$ cat config.mk
export PLATFORM = sky130hd
export DESIGN_NAME = tmr16_top
export DESIGN_NICKNAME = d
export VERILOG_FILES = /design/src/rtl/tmr16_capture.v /design/src/rtl/tmr16_top.v
export VERILOG_INCLUDE_DIRS = /design/src /design/src/rtl
export SDC_FILE = /design/constraint.sdc
export NUM_CORES = 1
export LEC_CHECK = 0
export ABC_AREA = 1
export BUFFER_PORTS_ARGS = -buffer_cell sky130_fd_sc_hd__buf_2
export CAP_MARGIN = 20
export CORE_MARGIN = 1
export CORE_UTILIZATION = 50
export CTS_CLUSTER_DIAMETER = 150
export DETAILED_ROUTE_END_ITERATION = 12
export GPL_ROUTABILITY_DRIVEN = 0
export PLACE_DENSITY = 0.77
export SLEW_MARGIN = 20
export SYNTH_ARGS = -nofsm -noshare
export SYNTH_HDL_FRONTEND = slang
export SYNTH_HIERARCHICAL = 1
export SYNTH_SLANG_ARGS = --single-unit
$ cat constraint.sdc
create_clock -name clk -period 2.25 [get_ports clk]
set_clock_uncertainty 0.15 [all_clocks]
set_input_delay 0.3375 -clock clk [delete_from_list [all_inputs] [get_ports clk]]
set_output_delay 0.3375 -clock clk [all_outputs]
set_load 0.05 [all_outputs]
$ cat src/rtl/tmr16_regs.vh
`ifndef TMR16_REGS_VH
`define TMR16_REGS_VH

// Register offsets, one byte each
`define TMR16_CTL2_OFS     8'h00
`define TMR16_CTL1_OFS     8'h01
`define TMR16_STAT_OFS     8'h02
`define TMR16_IC1H_OFS     8'h03
`define TMR16_IC1L_OFS     8'h04
`define TMR16_CNTH_OFS     8'h08
`define TMR16_CNTL_OFS     8'h09
`define TMR16_ACNTH_OFS    8'h0a
`define TMR16_ACNTL_OFS    8'h0b
`define TMR16_IC2H_OFS     8'h0c
`define TMR16_IC2L_OFS     8'h0d

// First control register fields
`define TMR16_CTL1_CAPIE   7
`define TMR16_CTL1_OVFIE   5
`define TMR16_CTL1_EDGE1   1

// Second control register fields
`define TMR16_CTL2_OPM     5
`define TMR16_CTL2_PWM     4
`define TMR16_CTL2_CKSEL1  3
`define TMR16_CTL2_CKSEL0  2
`define TMR16_CTL2_EDGE2   1
`define TMR16_CTL2_EXTEDGE 0

// Status register fields
`define TMR16_STAT_CAPF1   7
`define TMR16_STAT_CMPF1   6
`define TMR16_STAT_OVF     5
`define TMR16_STAT_CAPF2   4
`define TMR16_STAT_CMPF2   3

// Clock select codes
`define TMR16_CKSEL_DIV4   2'h0
`define TMR16_CKSEL_DIV2   2'h1
`define TMR16_CKSEL_DIV8   2'h2
`define TMR16_CKSEL_EXT    2'h3

// Reset values and counter maximum
`define TMR16_CTL_RST      8'h00
`define TMR16_CNT_RST      16'hfffc
`define TMR16_CNT_MAX      16'hffff
`define TMR16_ZERO16       16'h0000

// Least CPU edges between two external active edges
`define TMR16_EXT_MIN_EDGES 4

`endif

$ cat src/rtl/tmr16_capture.v
`timescale 1ns/10ps
`include "tmr16_regs.vh"

module tmr16_capture (
  // Clock and reset
  input  wire        clk,
  input  wire        rst_n,
  // Pin and setup
  input  wire        cap_pin,
  input  wire        edge_rise,
  input  wire        chan_on,
  input  wire [15:0] cnt_val,
  // Register accesses
  input  wire        stat_rd,
  input  wire        hi_rd,
  input  wire        lo_rd,
  input  wire        lo_acc,
  // State
  output reg  [15:0] cap_val_r,
  output reg         flag_r
);

  reg  pin_prev_r;
  reg  inhib_r;
  reg  arm_r;
  wire pin_edge;
  wire hit;

  // Pin always wired in, output-driven pins too
  assign pin_edge = edge_rise ? (cap_pin & ~pin_prev_r)
                              : (~cap_pin & pin_prev_r);
  assign hit = chan_on & ~inhib_r & pin_edge;

  always @(posedge clk or negedge rst_n) begin
    if (!rst_n) begin
      pin_prev_r <= 1'b0;
      inhib_r    <= 1'b0;
      arm_r      <= 1'b0;
      flag_r     <= 1'b0;
      cap_val_r  <= `TMR16_ZERO16;
    end else begin
      pin_prev_r <= cap_pin;
      // High read freezes the pair until the low read
      if (hi_rd)
        inhib_r <= 1'b1;
      else if (lo_rd)
        inhib_r <= 1'b0;
      if (hit)
        cap_val_r <= cnt_val;
      if (stat_rd && flag_r)
        arm_r <= 1'b1;
      else if (lo_acc)
        arm_r <= 1'b0;
      // Set beats a clear in the same cycle
      if (hit)
        flag_r <= 1'b1;
      else if (lo_acc && arm_r)
        flag_r <= 1'b0;
    end
  end

endmodule

$ cat src/rtl/tmr16_top.v
// How it works
// - Internal tick is CPU clock divided by 2, 4 or 8 per clock select.
// - Counter loads FFFC at reset and on any counter low byte write.
// - Main and alternate pairs show one value; alternate low never clears overflow.
// - High byte read buffers the low byte for the next low read.
// - Buffered low byte holds through repeated high reads until low is read.
// - Outside a sequence a low read returns the live low byte.
// - Overflow flag sets when counter rolls from FFFF to 0000.
// - Overflow interrupt needs its enable and clear CPU mask; stays pending.
// - Overflow flag clears after status read then main low byte access.
// - Counter ignores wait mode and keeps running.
// - Halt freezes counter; interrupt wake resumes, reset wake reloads.
// - Both clock select bits one picks external pin with chosen edge.
// - External edges are synchronised; source spaces them four CPU edges.
// - Active capture edge latches counter into that channel's capture pair.
// - Each channel has its own edge select bit, one per control register.
// - Capture sets channel flag; interrupt gated by enable and CPU mask.
// - One capture interrupt enable gates both channels.
// - Capture flag clears after status read then capture low access.
// - Capture high read blocks captures and flag until low byte read.
// - In one pulse or PWM mode only channel two captures.
// - Capture pins stay connected even when driven as outputs.
// - Flash timer A variant lacks channel two; its flags read zero.
`timescale 1ns/10ps
`include "tmr16_regs.vh"

module tmr16_top #(
  parameter FLASH_TIMER_A = 0
) (
  // Clock and reset
  input  wire        clk,
  input  wire        rst_n,
  // Register port
  input  wire [7:0]  addr,
  input  wire [7:0]  wr_data,
  input  wire        wr_stb,
  input  wire        rd_stb,
  output reg  [7:0]  rd_data,
  // Timer pins
  input  wire        ext_timer_clock_pin,
  input  wire        capture_pin_one,
  input  wire        capture_pin_two,
  // CPU state
  input  wire        cpu_irq_mask,
  input  wire        halt_mode,
  // Results
  output reg         timer_irq,
  output reg  [15:0] count_value
);

  reg  [7:0]  first_control_register_r;
  reg  [7:0]  second_control_register_r;
  reg  [2:0]  div_r;
  reg         ext_prev_r;
  reg         ext_now_r;
  reg         overflow_flag_r;
  reg         ovf_arm_r;
  reg         seq_open_r;
  reg  [7:0]  low_buf_r;
  reg  [7:0]  rd_nxt;
  reg         tick;

  wire [1:0]  timer_clock_select;
  wire        ext_edge;
  wire        cnt_load;
  wire        cnt_step;
  wire        roll;
  wire        stat_rd;
  wire        cnth_rd;
  wire        cntl_rd;
  wire        cntl_acc;
  wire        low_rd;
  wire        high_rd;
  wire        pwm_or_opm;
  wire [1:0]  cap_pin;
  wire [1:0]  cap_edge;
  wire [1:0]  cap_on;
  wire [1:0]  cap_flag;
  wire [15:0] cap_val [0:1];
  wire [7:0]  cap_hi_ofs [0:1];
  wire [7:0]  cap_lo_ofs [0:1];
  wire [7:0]  status;
  wire        irq_nxt;

  assign timer_clock_select =
    second_control_register_r[`TMR16_CTL2_CKSEL1:`TMR16_CTL2_CKSEL0];
  assign pwm_or_opm = second_control_register_r[`TMR16_CTL2_OPM] |
                      second_control_register_r[`TMR16_CTL2_PWM];

  // Register access decode
  assign stat_rd  = rd_stb && (addr == `TMR16_STAT_OFS);
  assign cnth_rd  = rd_stb && (addr == `TMR16_CNTH_OFS);
  assign cntl_rd  = rd_stb && (addr == `TMR16_CNTL_OFS);
  assign cntl_acc = (rd_stb | wr_stb) && (addr == `TMR16_CNTL_OFS);
  assign high_rd  = cnth_rd ||
                    (rd_stb && (addr == `TMR16_ACNTH_OFS));
  assign low_rd   = cntl_rd ||
                    (rd_stb && (addr == `TMR16_ACNTL_OFS));
  assign cnt_load = wr_stb && ((addr == `TMR16_CNTL_OFS) ||
                               (addr == `TMR16_ACNTL_OFS));

  // External pin taken through a register, so one cycle late
  assign ext_edge = second_control_register_r[`TMR16_CTL2_EXTEDGE] ?
                    (ext_now_r & ~ext_prev_r) :
                    (~ext_now_r & ext_prev_r);

  // Tick select
  always @* begin
    case (timer_clock_select)
      `TMR16_CKSEL_DIV2: tick = div_r[0];
      `TMR16_CKSEL_DIV4: tick = &div_r[1:0];
      `TMR16_CKSEL_DIV8: tick = &div_r;
      `TMR16_CKSEL_EXT:  tick = ext_edge;
      default:           tick = 1'b0;
    endcase
  end

  // Wait mode has no input here: nothing slows the count
  assign cnt_step = tick & ~halt_mode;
  assign roll = cnt_step & ~cnt_load &
                (count_value == `TMR16_CNT_MAX);

  // Prescaler and external edge history
  always @(posedge clk or negedge rst_n) begin
    if (!rst_n) begin
      div_r      <= 3'h0;
      ext_now_r  <= 1'b0;
      ext_prev_r <= 1'b0;
    end else begin
      ext_now_r  <= ext_timer_clock_pin;
      ext_prev_r <= ext_now_r;
      if (!halt_mode)
        div_r <= div_r + 3'h1;
    end
  end

  // Free-running counter; halt holds the count in place
  always @(posedge clk or negedge rst_n) begin
    if (!rst_n)
      count_value <= `TMR16_CNT_RST;
    else if (cnt_load)
      count_value <= `TMR16_CNT_RST;
    else if (cnt_step)
      count_value <= count_value + 16'h0001;
  end

  // Control registers
  always @(posedge clk or negedge rst_n) begin
    if (!rst_n) begin
      first_control_register_r  <= `TMR16_CTL_RST;
      second_control_register_r <= `TMR16_CTL_RST;
    end else if (wr_stb) begin
      if (addr == `TMR16_CTL1_OFS)
        first_control_register_r <= wr_data;
      if (addr == `TMR16_CTL2_OFS)
        second_control_register_r <= wr_data;
    end
  end

  // Coherent 16-bit read: first high read buffers the low byte
  always @(posedge clk or negedge rst_n) begin
    if (!rst_n) begin
      seq_open_r <= 1'b0;
      low_buf_r  <= 8'h00;
    end else if (high_rd) begin
      if (!seq_open_r) begin
        seq_open_r <= 1'b1;
        low_buf_r  <= count_value[7:0];
      end
    end else if (low_rd) begin
      seq_open_r <= 1'b0;
    end
  end

  // Overflow flag, set beats clear
  always @(posedge clk or negedge rst_n) begin
    if (!rst_n) begin
      overflow_flag_r <= 1'b0;
      ovf_arm_r       <= 1'b0;
    end else begin
      if (stat_rd && overflow_flag_r)
        ovf_arm_r <= 1'b1;
      else if (cntl_acc)
        ovf_arm_r <= 1'b0;
      // Alternate low access never reaches the clear
      if (roll)
        overflow_flag_r <= 1'b1;
      else if (cntl_acc && ovf_arm_r)
        overflow_flag_r <= 1'b0;
    end
  end

  // Capture channels
  assign cap_pin       = {capture_pin_two, capture_pin_one};
  assign cap_edge[0]   = first_control_register_r[`TMR16_CTL1_EDGE1];
  assign cap_edge[1]   = second_control_register_r[`TMR16_CTL2_EDGE2];
  assign cap_on[0]     = ~pwm_or_opm;
  assign cap_on[1]     = (FLASH_TIMER_A == 0);
  assign cap_hi_ofs[0] = `TMR16_IC1H_OFS;
  assign cap_lo_ofs[0] = `TMR16_IC1L_OFS;
  assign cap_hi_ofs[1] = `TMR16_IC2H_OFS;
  assign cap_lo_ofs[1] = `TMR16_IC2L_OFS;

  genvar ch;
  generate
    for (ch = 0; ch < 2; ch = ch + 1) begin : g_cap
      tmr16_capture u_cap (
        .clk       (clk),
        .rst_n     (rst_n),
        .cap_pin   (cap_pin[ch]),
        .edge_rise (cap_edge[ch]),
        .chan_on   (cap_on[ch]),
        .cnt_val   (count_value),
        .stat_rd   (stat_rd),
        .hi_rd     (rd_stb && (addr == cap_hi_ofs[ch])),
        .lo_rd     (rd_stb && (addr == cap_lo_ofs[ch])),
        .lo_acc    ((rd_stb | wr_stb) && (addr == cap_lo_ofs[ch])),
        .cap_val_r (cap_val[ch]),
        .flag_r    (cap_flag[ch])
      );
    end
  endgenerate

  // Compare flags live elsewhere and read zero here
  assign status = {cap_flag[0], 1'b0, overflow_flag_r,
                   cap_flag[1] & cap_on[1], 1'b0, 3'h0};

  // Read mux; unmapped offsets read zero
  always @* begin
    case (addr)
      `TMR16_CTL1_OFS:  rd_nxt = first_control_register_r;
      `TMR16_CTL2_OFS:  rd_nxt = second_control_register_r;
      `TMR16_STAT_OFS:  rd_nxt = status;
      `TMR16_CNTH_OFS,
      `TMR16_ACNTH_OFS: rd_nxt = count_value[15:8];
      `TMR16_CNTL_OFS,
      `TMR16_ACNTL_OFS: rd_nxt = seq_open_r ? low_buf_r
                                : count_value[7:0];
      `TMR16_IC1H_OFS:  rd_nxt = cap_val[0][15:8];
      `TMR16_IC1L_OFS:  rd_nxt = cap_val[0][7:0];
      `TMR16_IC2H_OFS:  rd_nxt = cap_on[1] ? cap_val[1][15:8]
                                : 8'h00;
      `TMR16_IC2L_OFS:  rd_nxt = cap_on[1] ? cap_val[1][7:0]
                                : 8'h00;
      default:          rd_nxt = 8'h00;
    endcase
  end

  always @(posedge clk or negedge rst_n) begin
    if (!rst_n)
      rd_data <= 8'h00;
    else if (rd_stb)
      rd_data <= rd_nxt;
  end

  // Sticky flags keep a masked request pending
  assign irq_nxt = ~cpu_irq_mask &
    ((overflow_flag_r &
      first_control_register_r[`TMR16_CTL1_OVFIE]) |
     (first_control_register_r[`TMR16_CTL1_CAPIE] &
      (status[`TMR16_STAT_CAPF1] | status[`TMR16_STAT_CAPF2])));

  always @(posedge clk or negedge rst_n) begin
    if (!rst_n)
      timer_irq <= 1'b0;
    else
      timer_irq <= irq_nxt;
  end

endmodule

**Yosys cells after proc, flatten, opt, wreduce, memory -nomap -nowiden**

Index checks and enable logic that the tools add are counted.

- Flip-flop bits (word level): 97
- Bits of input ports: 25

- Add/subtract/negate cells: 2
- Eq/ne operators: 14
- Muxes and demuxes: 26
- Bitwise logic cells: 31
- Reduce and logical (&&, ||, !) cells: 40

Operators by type and width:

| cell | count |
|---|---|
| one-hot mux 8 bit (9 select lines) | 1 |
| equality test 8 x 4 -> 1 bit, second input constant | 6 |
| 2-to-1 mux 16 bit | 2 |
| 2-to-1 mux 1 bit | 21 |
| nonzero test 2 bit | 10 |
| logical AND 1 bit | 19 |
| adder 16 x 1 -> 16 bit, second input constant | 1 |
| equality test 16 bit, second input constant | 1 |
| equality test 8 x 2 -> 1 bit, second input constant | 2 |
| bitwise AND 1 bit | 15 |
| NOT 1 bit | 12 |
| equality test 8 x 1 -> 1 bit, second input constant | 1 |
| equality test 8 x 3 -> 1 bit, second input constant | 1 |
| zero test 8 bit | 1 |
| 2-to-1 mux 8 bit | 1 |
| AND reduction 2 bit | 3 |
| equality test 2 bit, second input constant | 2 |
| OR 1 bit | 4 |
| one-hot mux 1 bit (4 select lines) | 1 |
| OR reduction 2 bit | 2 |
| adder 3 x 1 -> 3 bit, second input constant | 1 |
| logical OR 1 bit | 3 |
| AND reduction 3 bit | 1 |
| equality test 2 x 1 -> 1 bit, second input constant | 1 |
| zero test 2 bit | 1 |

**Depth between registers and ports, before layout**

Gate-level depths: netlist of the first run.

- Word-level depth: 8
- Gate-level depth with buffers: 10

**By module**

The synthesis of the first run kept the hierarchy.

By module, submodules not included:

| module | times used | cells each | area an instance (sq um) | sequential area each (sq um) |
|---|---|---|---|---|
| tmr16_top | 1 | 501 | 3563.4 | 1443.9 |
| tmr16_capture | 2 | 90 | 850.8 | 500.5 |

**Least setup slack after synthesis of the first run**

No wires, ideal clock.

- Path type: register to register
- Start point: register count_value[0]
- End point: register count_value[14]
- Library setup time: 0.085 ns
- Arrival: 1.712 ns
- Data required time: 2.015 ns
- Setup slack: 0.303 ns
- Stages on the path, launching flop included: 9
- Period minus slack after synthesis: 1.947 ns
- Path through: dfrtp_1 > ha_1 > inv_1 > nor3_1 > nand3_1 > nand2_1 > nand3_1 > nand2_1 > o21ai_0

- Longest elaborated chain between the ends: 3

Ends and longest elaborated chain:

| what | RTL line | source |
|---|---|---|
| start, declared | tmr16_top.v:48 | `output reg [15:0] count_value` |
| start signal, assigned | tmr16_top.v:140 | `` count_value <= `TMR16_CNT_RST; `` |
| start signal, assigned | tmr16_top.v:142 | `` count_value <= `TMR16_CNT_RST; `` |
| start signal, assigned | tmr16_top.v:144 | `count_value <= count_value + 16'h0001;` |
| adder 16 x 1 -> 16 bit | tmr16_top.v:144 |  |
| 2-to-1 mux 16 bit | tmr16_top.v:143 | `else if (cnt_step)` |
| 2-to-1 mux 16 bit | tmr16_top.v:141 | `else if (cnt_load)` |

No other way between the ends. The select of a mux whose other input is x is not followed.
A chain may end at the register's enable or synchronous reset.

**Worst setup path in the final report of the first run**

- Start point: register div_r[0]
- End point: register count_value[10]

- Longest elaborated chain between the ends: 4

Ends and longest elaborated chain:

| what | RTL line | source |
|---|---|---|
| start, declared | tmr16_top.v:53 | `reg [2:0] div_r;` |
| start signal, assigned | tmr16_top.v:133 | `div_r <= div_r + 3'h1;` |
| AND reduction 3 bit or AND reduction 2 bit (tied branches) | tmr16_top.v:112, tmr16_top.v:111 |  |
| one-hot mux 1 bit (4 select lines) (*) | tmr16_top.v:109 | `case (timer_clock_select)` |
| bitwise AND 1 bit (*) | tmr16_top.v:119 | `assign cnt_step = tick & ~halt_mode;` |
| nonzero test 2 bit (no source line) (*) | -- |  |

Mark *: on every way between the ends. The rest lies on a longest branch, timed or not.

==> results of run 1 <==
## synth_stat cells, drive strengths merged, types with 2 or more instances
cell	n	share of area
nand4	46	0.055
a21oi	5	0.0069
dfstp	14	0.070
clkbuf	3	0.0021
nand3	76	0.077
nand2	265	0.20
inv	54	0.039
o21ai	46	0.051
o21bai	2	0.0029
mux2	2	0.0043
nor3	13	0.015
dfrtp	83	0.39
buf	18	0.026
nor2	47	0.046
ha	3	0.0071
## critical path: stages (launching register included)
cell	delay (ps)
dfrtp_1	430
ha_1	230
ha_1	180
a21oi_1	170
o21ai_2	190
nand2_4	170
nand2_4	140
o21ai_0	280
## per-stage QoR
| stage | cells | cell area [um2] | power (mW) |
|---|---|---|---|
| after floorplan | 681 | 5270 | 3.47 |
| after global placement | 855 | 5620 | 3.98 |
| after detailed placement | 855 | 5620 | 4.02 |
| after CTS | 876 | 5870 | 5.16 |
| after global routing | 876 | 5870 | 5.42 |
| final | 876 | 5870 | 5.17 |
## cell type report
cell class              count  area [um2]
fillers                   962        4410
multi-input cells         509        2470
flip-flops and latches     97        2440
inverters                  54         205
clock buffers               9         124
repair buffers             64         385
clock inverters             7        70.1
well taps                 136         170
## worst min-delay path by stage
stage / slack [ps] / end / start / cells after the start
after detailed placement: 100 / g_cap[0].u_cap/cap_val_r[7]$_DFFE_PN0P_ / rst_n / 1
after global routing: 60 / first_control_register_r[1]$_DFFE_PN0P_ / wr_data[1] / 3
after CTS: 50 / div_r[0]$_DFFE_PN0N_ / halt_mode / 2
final: 50 / div_r[0]$_DFFE_PN0N_ / halt_mode / 2
after floorplan: -110 / count_value[0]$_DFFE_PN0P_ / rst_n / 0
after global placement: 100 / g_cap[0].u_cap/cap_val_r[7]$_DFFE_PN0P_ / rst_n / 1
## cells by family (layout without fill, tap and decap cells)
group	Yosys count	count (layout)	synth area share
fa+ha+maj	3	3	0.00713
other cells	1	1	0.000712
flops	97	97	0.464
buf+inv	75	134	0.0673
simple gates	448	448	0.392
mux	2	2	0.00428
compound gates	53	53	0.0606
xor+xnor	2	2	0.00333
## sequential cells by signal, indices dropped and copies added, names as in the netlist
name and flops:
g_cap.u_cap/pin_prev_r 2, rd_data 8, seq_open_r 1, ext_now_r 1, g_cap.u_cap/flag_r 2, timer_irq 1
g_cap.u_cap/cap_val_r 32, ext_prev_r 1, div_r 3, first_control_register_r 8, second_control_register_r 8, g_cap.u_cap/arm_r 2
ovf_arm_r 1, g_cap.u_cap/inhib_r 2, low_buf_r 8, count_value 16, overflow_flag_r 1
## power breakdown
| part | leakage [nW] | internal (mW) | switching (mW) | total, mW |
|---|---|---|---|---|
| clock network | 0.0973 | 0.437 | 0.705 | 1.14 |
| logic | 1.72 | 0.390 | 1.07 | 1.46 |
| registers | 1.25 | 2.15 | 0.422 | 2.57 |
| total | 3.06 | 2.98 | 2.20 | 5.17 |
## timing repair
action | CTS | global route
endpoints found under the hold margin | 22 | 0
endpoints found under the setup margin | 0 | 0
setup buffers | 0 | 0
hold buffers | 5 | 0
## routing by layer
layer,share of wire,routed length (um)
met1,0.41,5990
met2,0.45,6510
met3,0.10,1450
met4,0.039,565
met5,0,0
==> reports/qor.yml, run 1 <==
tightest_slew_ps: 516
gr-usage-met2: 0.421
layout-drive-gt1-share: 0.178
crit_end: "count_value[10]$_DFFE_PN1P_"
fin_util: 0.571
antenna_left: 0
track_usage: 0.280
grt_pass1_vias: 4739
area_delta_synth_final_pct: 11.4
reg2reg_slack_ps: 200
place_ws_ps: 321
hold_path.class: "primary input to flop"
worst_r2r_endpoint: "count_value[10]$_DFFE_PN1P_"
ys.flop_type: "dfrtp_1"
nNetsFinal: 763
crit_path_start: "div_r[0]$_DFFE_PN0N_"
use_met1: 0.392
cp-start-kind: "flop"
cts_tree: "yes"
outcome: "finished clean"
first_iter_violations: 532
synth_edf_count: 0
numCtsBuffers: 9
cp-end-kind: "flop"
path_clk_slew_ps: 110
start_util: 0.512
clockBufferDepth: 2
final_common_cell: "nand2_1"
timing.slew.headroom: 0.656
cts-resized-gates: 0
synth_seq_cells: 97
ir_worst_vdd_mv: 0.702
synth_fp_nets: 709
antenna_found_initial: 0
avgSynthCellArea_um2: 7.73
clock_latency_ps: 380
dp_hpwl_um: 10800
cp_max_fo: 17
hold-worst-slack_ps: 49.9
worst_slack_ps: 202
synth_cell_types: 34
period_needed_ps: 2050
antennaDiodeCount: 0
wire_per_inst_um: 16.6
ys_warn_count: 6
async_flop_share: 1.00
post-route-period-util: 0.910
p_per_area_nw_per_um2: 882
r2r_start: "div_r[0]$_DFFE_PN0N_"
crit_type: "flop to flop"
routed_wl_um: 14500
drc: 0
die_x_um: 105
rows: 37
place.port_buffers: 49
drv_slew: 0
cts.sinks: 97
htreeDepth: 3
vias: 4994
r2r_cells: 7
io_pins: 50
root_buffer: "clkbuf_8"
synth_cells: 681
use_met3: 0.0536
grt_setup_unrepaired: "no"
final-setup-viol-count: 0
p_leak_nw: 3.06
yosysSeqAreaShare: 0.464
grt_pass1_wl_um: 23900
cp.arrival_ps: 2180
finalHoldViolations: 0
drv_cap: 0
viasPerCell: 5.70
busiest_layer: "met2"
fmax_mhz: 488
die_y_um: 105
required_ps: 2380
core_um2: 10300
die_area_um2: 10900
mappedNetlistArea_um2: 5270
final_cell_mix: "253 x nand2_1, 83 x dfrtp_1, 74 x nand3_1"
grt_start_max_net_pins: 50
final.setup.tns_ps: 0
drtPass1Iterations: 5
overflow: 0
Power figures use the tool's default switching activity.
==> run 2: changes to the inputs <==
- ABC_AREA: 1 -> default
==> reports/qor.yml, run 2 <==
layout-drive-gt1-share: 0.282
die_x_um: 109
antenna_found_initial: 0
synth_cell_types: 62
rows: 38
htreeDepth: 3
final-setup-viol-count: 0
required_ps: 2390
clockBufferDepth: 2
synth_cells: 519
place_area_um2: 6190
largest_reg_flops: 32
grt_setup_unrepaired: "no"
synthTopCellsByArea: "dfrtp_1 36%, a32o_1 11%, dfstp_2 6.4%"
vias: 4969
synth_top_area_cell: "dfrtp_1"
final_cells: 721
first_iter_violations: 429
p_per_area_nw_per_um2: 915
antennaDiodeCount: 0
core_um2: 11000
ir_worst_vdd_mv: 0.495
drv_cap: 0
avgSynthCellArea_um2: 11.0
start_util: 0.522
async_flop_share: 1.00
routed_wl_um: 16800
place_inst: 702
yosysSeqAreaShare: 0.427
grt_pass1_vias: 5036
grt_pass1_wl_um: 27000
fin_util: 0.596
mappedNetlistArea_um2: 5730
dp_hpwl_um: 11500
hold_path.class: "primary input to flop"
track_usage: 0.306
n_fill_cell: 895
p_total_mw: 5.98
nNetsFinal: 604
clock_latency_ps: 350
area_delta_synth_final_pct: 14.1
place.port_buffers: 49
viasPerCell: 6.89
ctsHoldBuffers: 3
drv_slew: 0
period_needed_ps: 2150
fmax_mhz: 466
synth_commonest_cells: "83 x dfrtp_1, 65 x a32o_1, 33 x nand2_1"
cp-start-kind: "flop"
final.setup.tns_ps: 0
ys_warn_count: 6
drtPass1Iterations: 5
finalHoldViolations: 0
cts.sinks: 97
post_cts_buffers: 0
crit_type: "flop to flop"
antenna_left: 0
cp_max_fo: 7
drc: 0
io_pins: 50
p_leak_nw: 2.88
final_common_cell: "dfrtp_1"
root_buffer: "clkbuf_16"
cp.arrival_ps: 2280
largest_register: "g_cap.u_cap/cap_val_r"
timing.slew.headroom: 0.529
synth_seq_cells: 97
overflow: 0
synth_edf_count: 0
tightest_slew_ps: 703
ys.flop_type: "dfrtp_1"
netlist.area_leader.share: 0.362
path_clk_slew_ps: 70
die_area_um2: 11900
synth_most_common_cell: "dfrtp_1"
wire_per_inst_um: 23.3
finish.instance_area_um2: 6540
cp-end-kind: "flop"
outcome: "finished clean"
die_y_um: 109
cts_tree: "yes"
numCtsBuffers: 9
largestRegisters: "g_cap.u_cap/cap_val_r (32), count_value (16)"
grt_start_max_net_pins: 41
synth_fp_nets: 547
post-route-period-util: 0.953
final_cell_mix: "83 x dfrtp_1, 65 x a32o_1, 48 x buf_2"
cts-resized-gates: 0
## run 2: cell count changes after synthesis, moves of 15 or more
cell and change:
nand3_1 -59, nand4_1 -34, inv_1 -33, a32o_1 +65
mux2i_1 +15, nor2_1 -22, a221o_1 +32, nand2_1 -220
mux2_2 +17
## run 2: metal layers
layer	wire length (um)	global-route usage
met1	6800	0.389
met2	7770	0.476
met3	1210	0.0484
met4	985	0.216
met5	0	0
## run 2: worst max-delay path: stages (launching register included)
cell and delay, ps:
dfrtp_1 390, ha_1 180, ha_1 140, inv_1 40
o2111ai_1 360, nand3_1 200, buf_4 210, or3_1 300
nand3_1 100
## run 2: worst paths after layout
| check | start | endpoint | slack [ps] | cells after the start |
|---|---|---|---|---|
| max | div_r[0]$_DFFE_PN0N_ | count_value[10]$_DFFE_PN1P_ | 100 | 8 |
| min | wr_data[4] | second_control_register_r[4]$_DFFE_PN0P_ | 70 | 2 |
| max reg2reg | div_r[0]$_DFFE_PN0N_ | count_value[10]$_DFFE_PN1P_ | 100 | 8 |
| min reg2reg | ext_now_r$_DFF_PN0_ | ext_prev_r$_DFF_PN0_ | 250 | 0 |
| max in group asynchronous | rst_n | count_value[12]$_DFFE_PN1P_ | 930 | 3 |
| min in group asynchronous | rst_n | rd_data[3]$_DFFE_PN0P_ | 350 | 2 |
## run 2: cells by family after synthesis
kind of cell / Yosys count / synth area share
muxes: 44 / 0.0884
xor gates and xnor gates: 11 / 0.0168
AOI/OAI and AO/OA: 168 / 0.256
buffers and inverters: 63 / 0.0611
adders and majority gates: 3 / 0.00655
and+or+nand+nor: 132 / 0.144
other: 1 / 0.000654
DFF: 97 / 0.427
## run 2: layout make-up
cell class | count | area [um2] | area share
multi-input combinational | 359 | 2950 | 0.450
sequential | 97 | 2440 | 0.374
timing repair buffer | 92 | 591 | 0.0903
clock buffer | 9 | 225 | 0.0344
tap | 140 | 175 | 0.0268
clock inverter | 7 | 95.1 | 0.0145
inverter | 17 | 63.8 | 0.00976
## run 2: power breakdown
group	total [mW]	switching (mW)	leakage, nW	internal, mW
clock network	1.66	0.683	0.157	0.974
registers	2.65	0.507	1.23	2.14
logic	1.68	0.987	1.50	0.695
## run 2: per-stage QoR
| stage | worst slack [ps] | hold slack (ps) |
|---|---|---|
| floorplan | 177 | -108 |
| global placement | 60.6 | 198 |
| detailed placement | 12.9 | 198 |
| CTS | 104 | 69.1 |
| global route | 9.63 | 73.9 |
| finish | 105 | 72.9 |
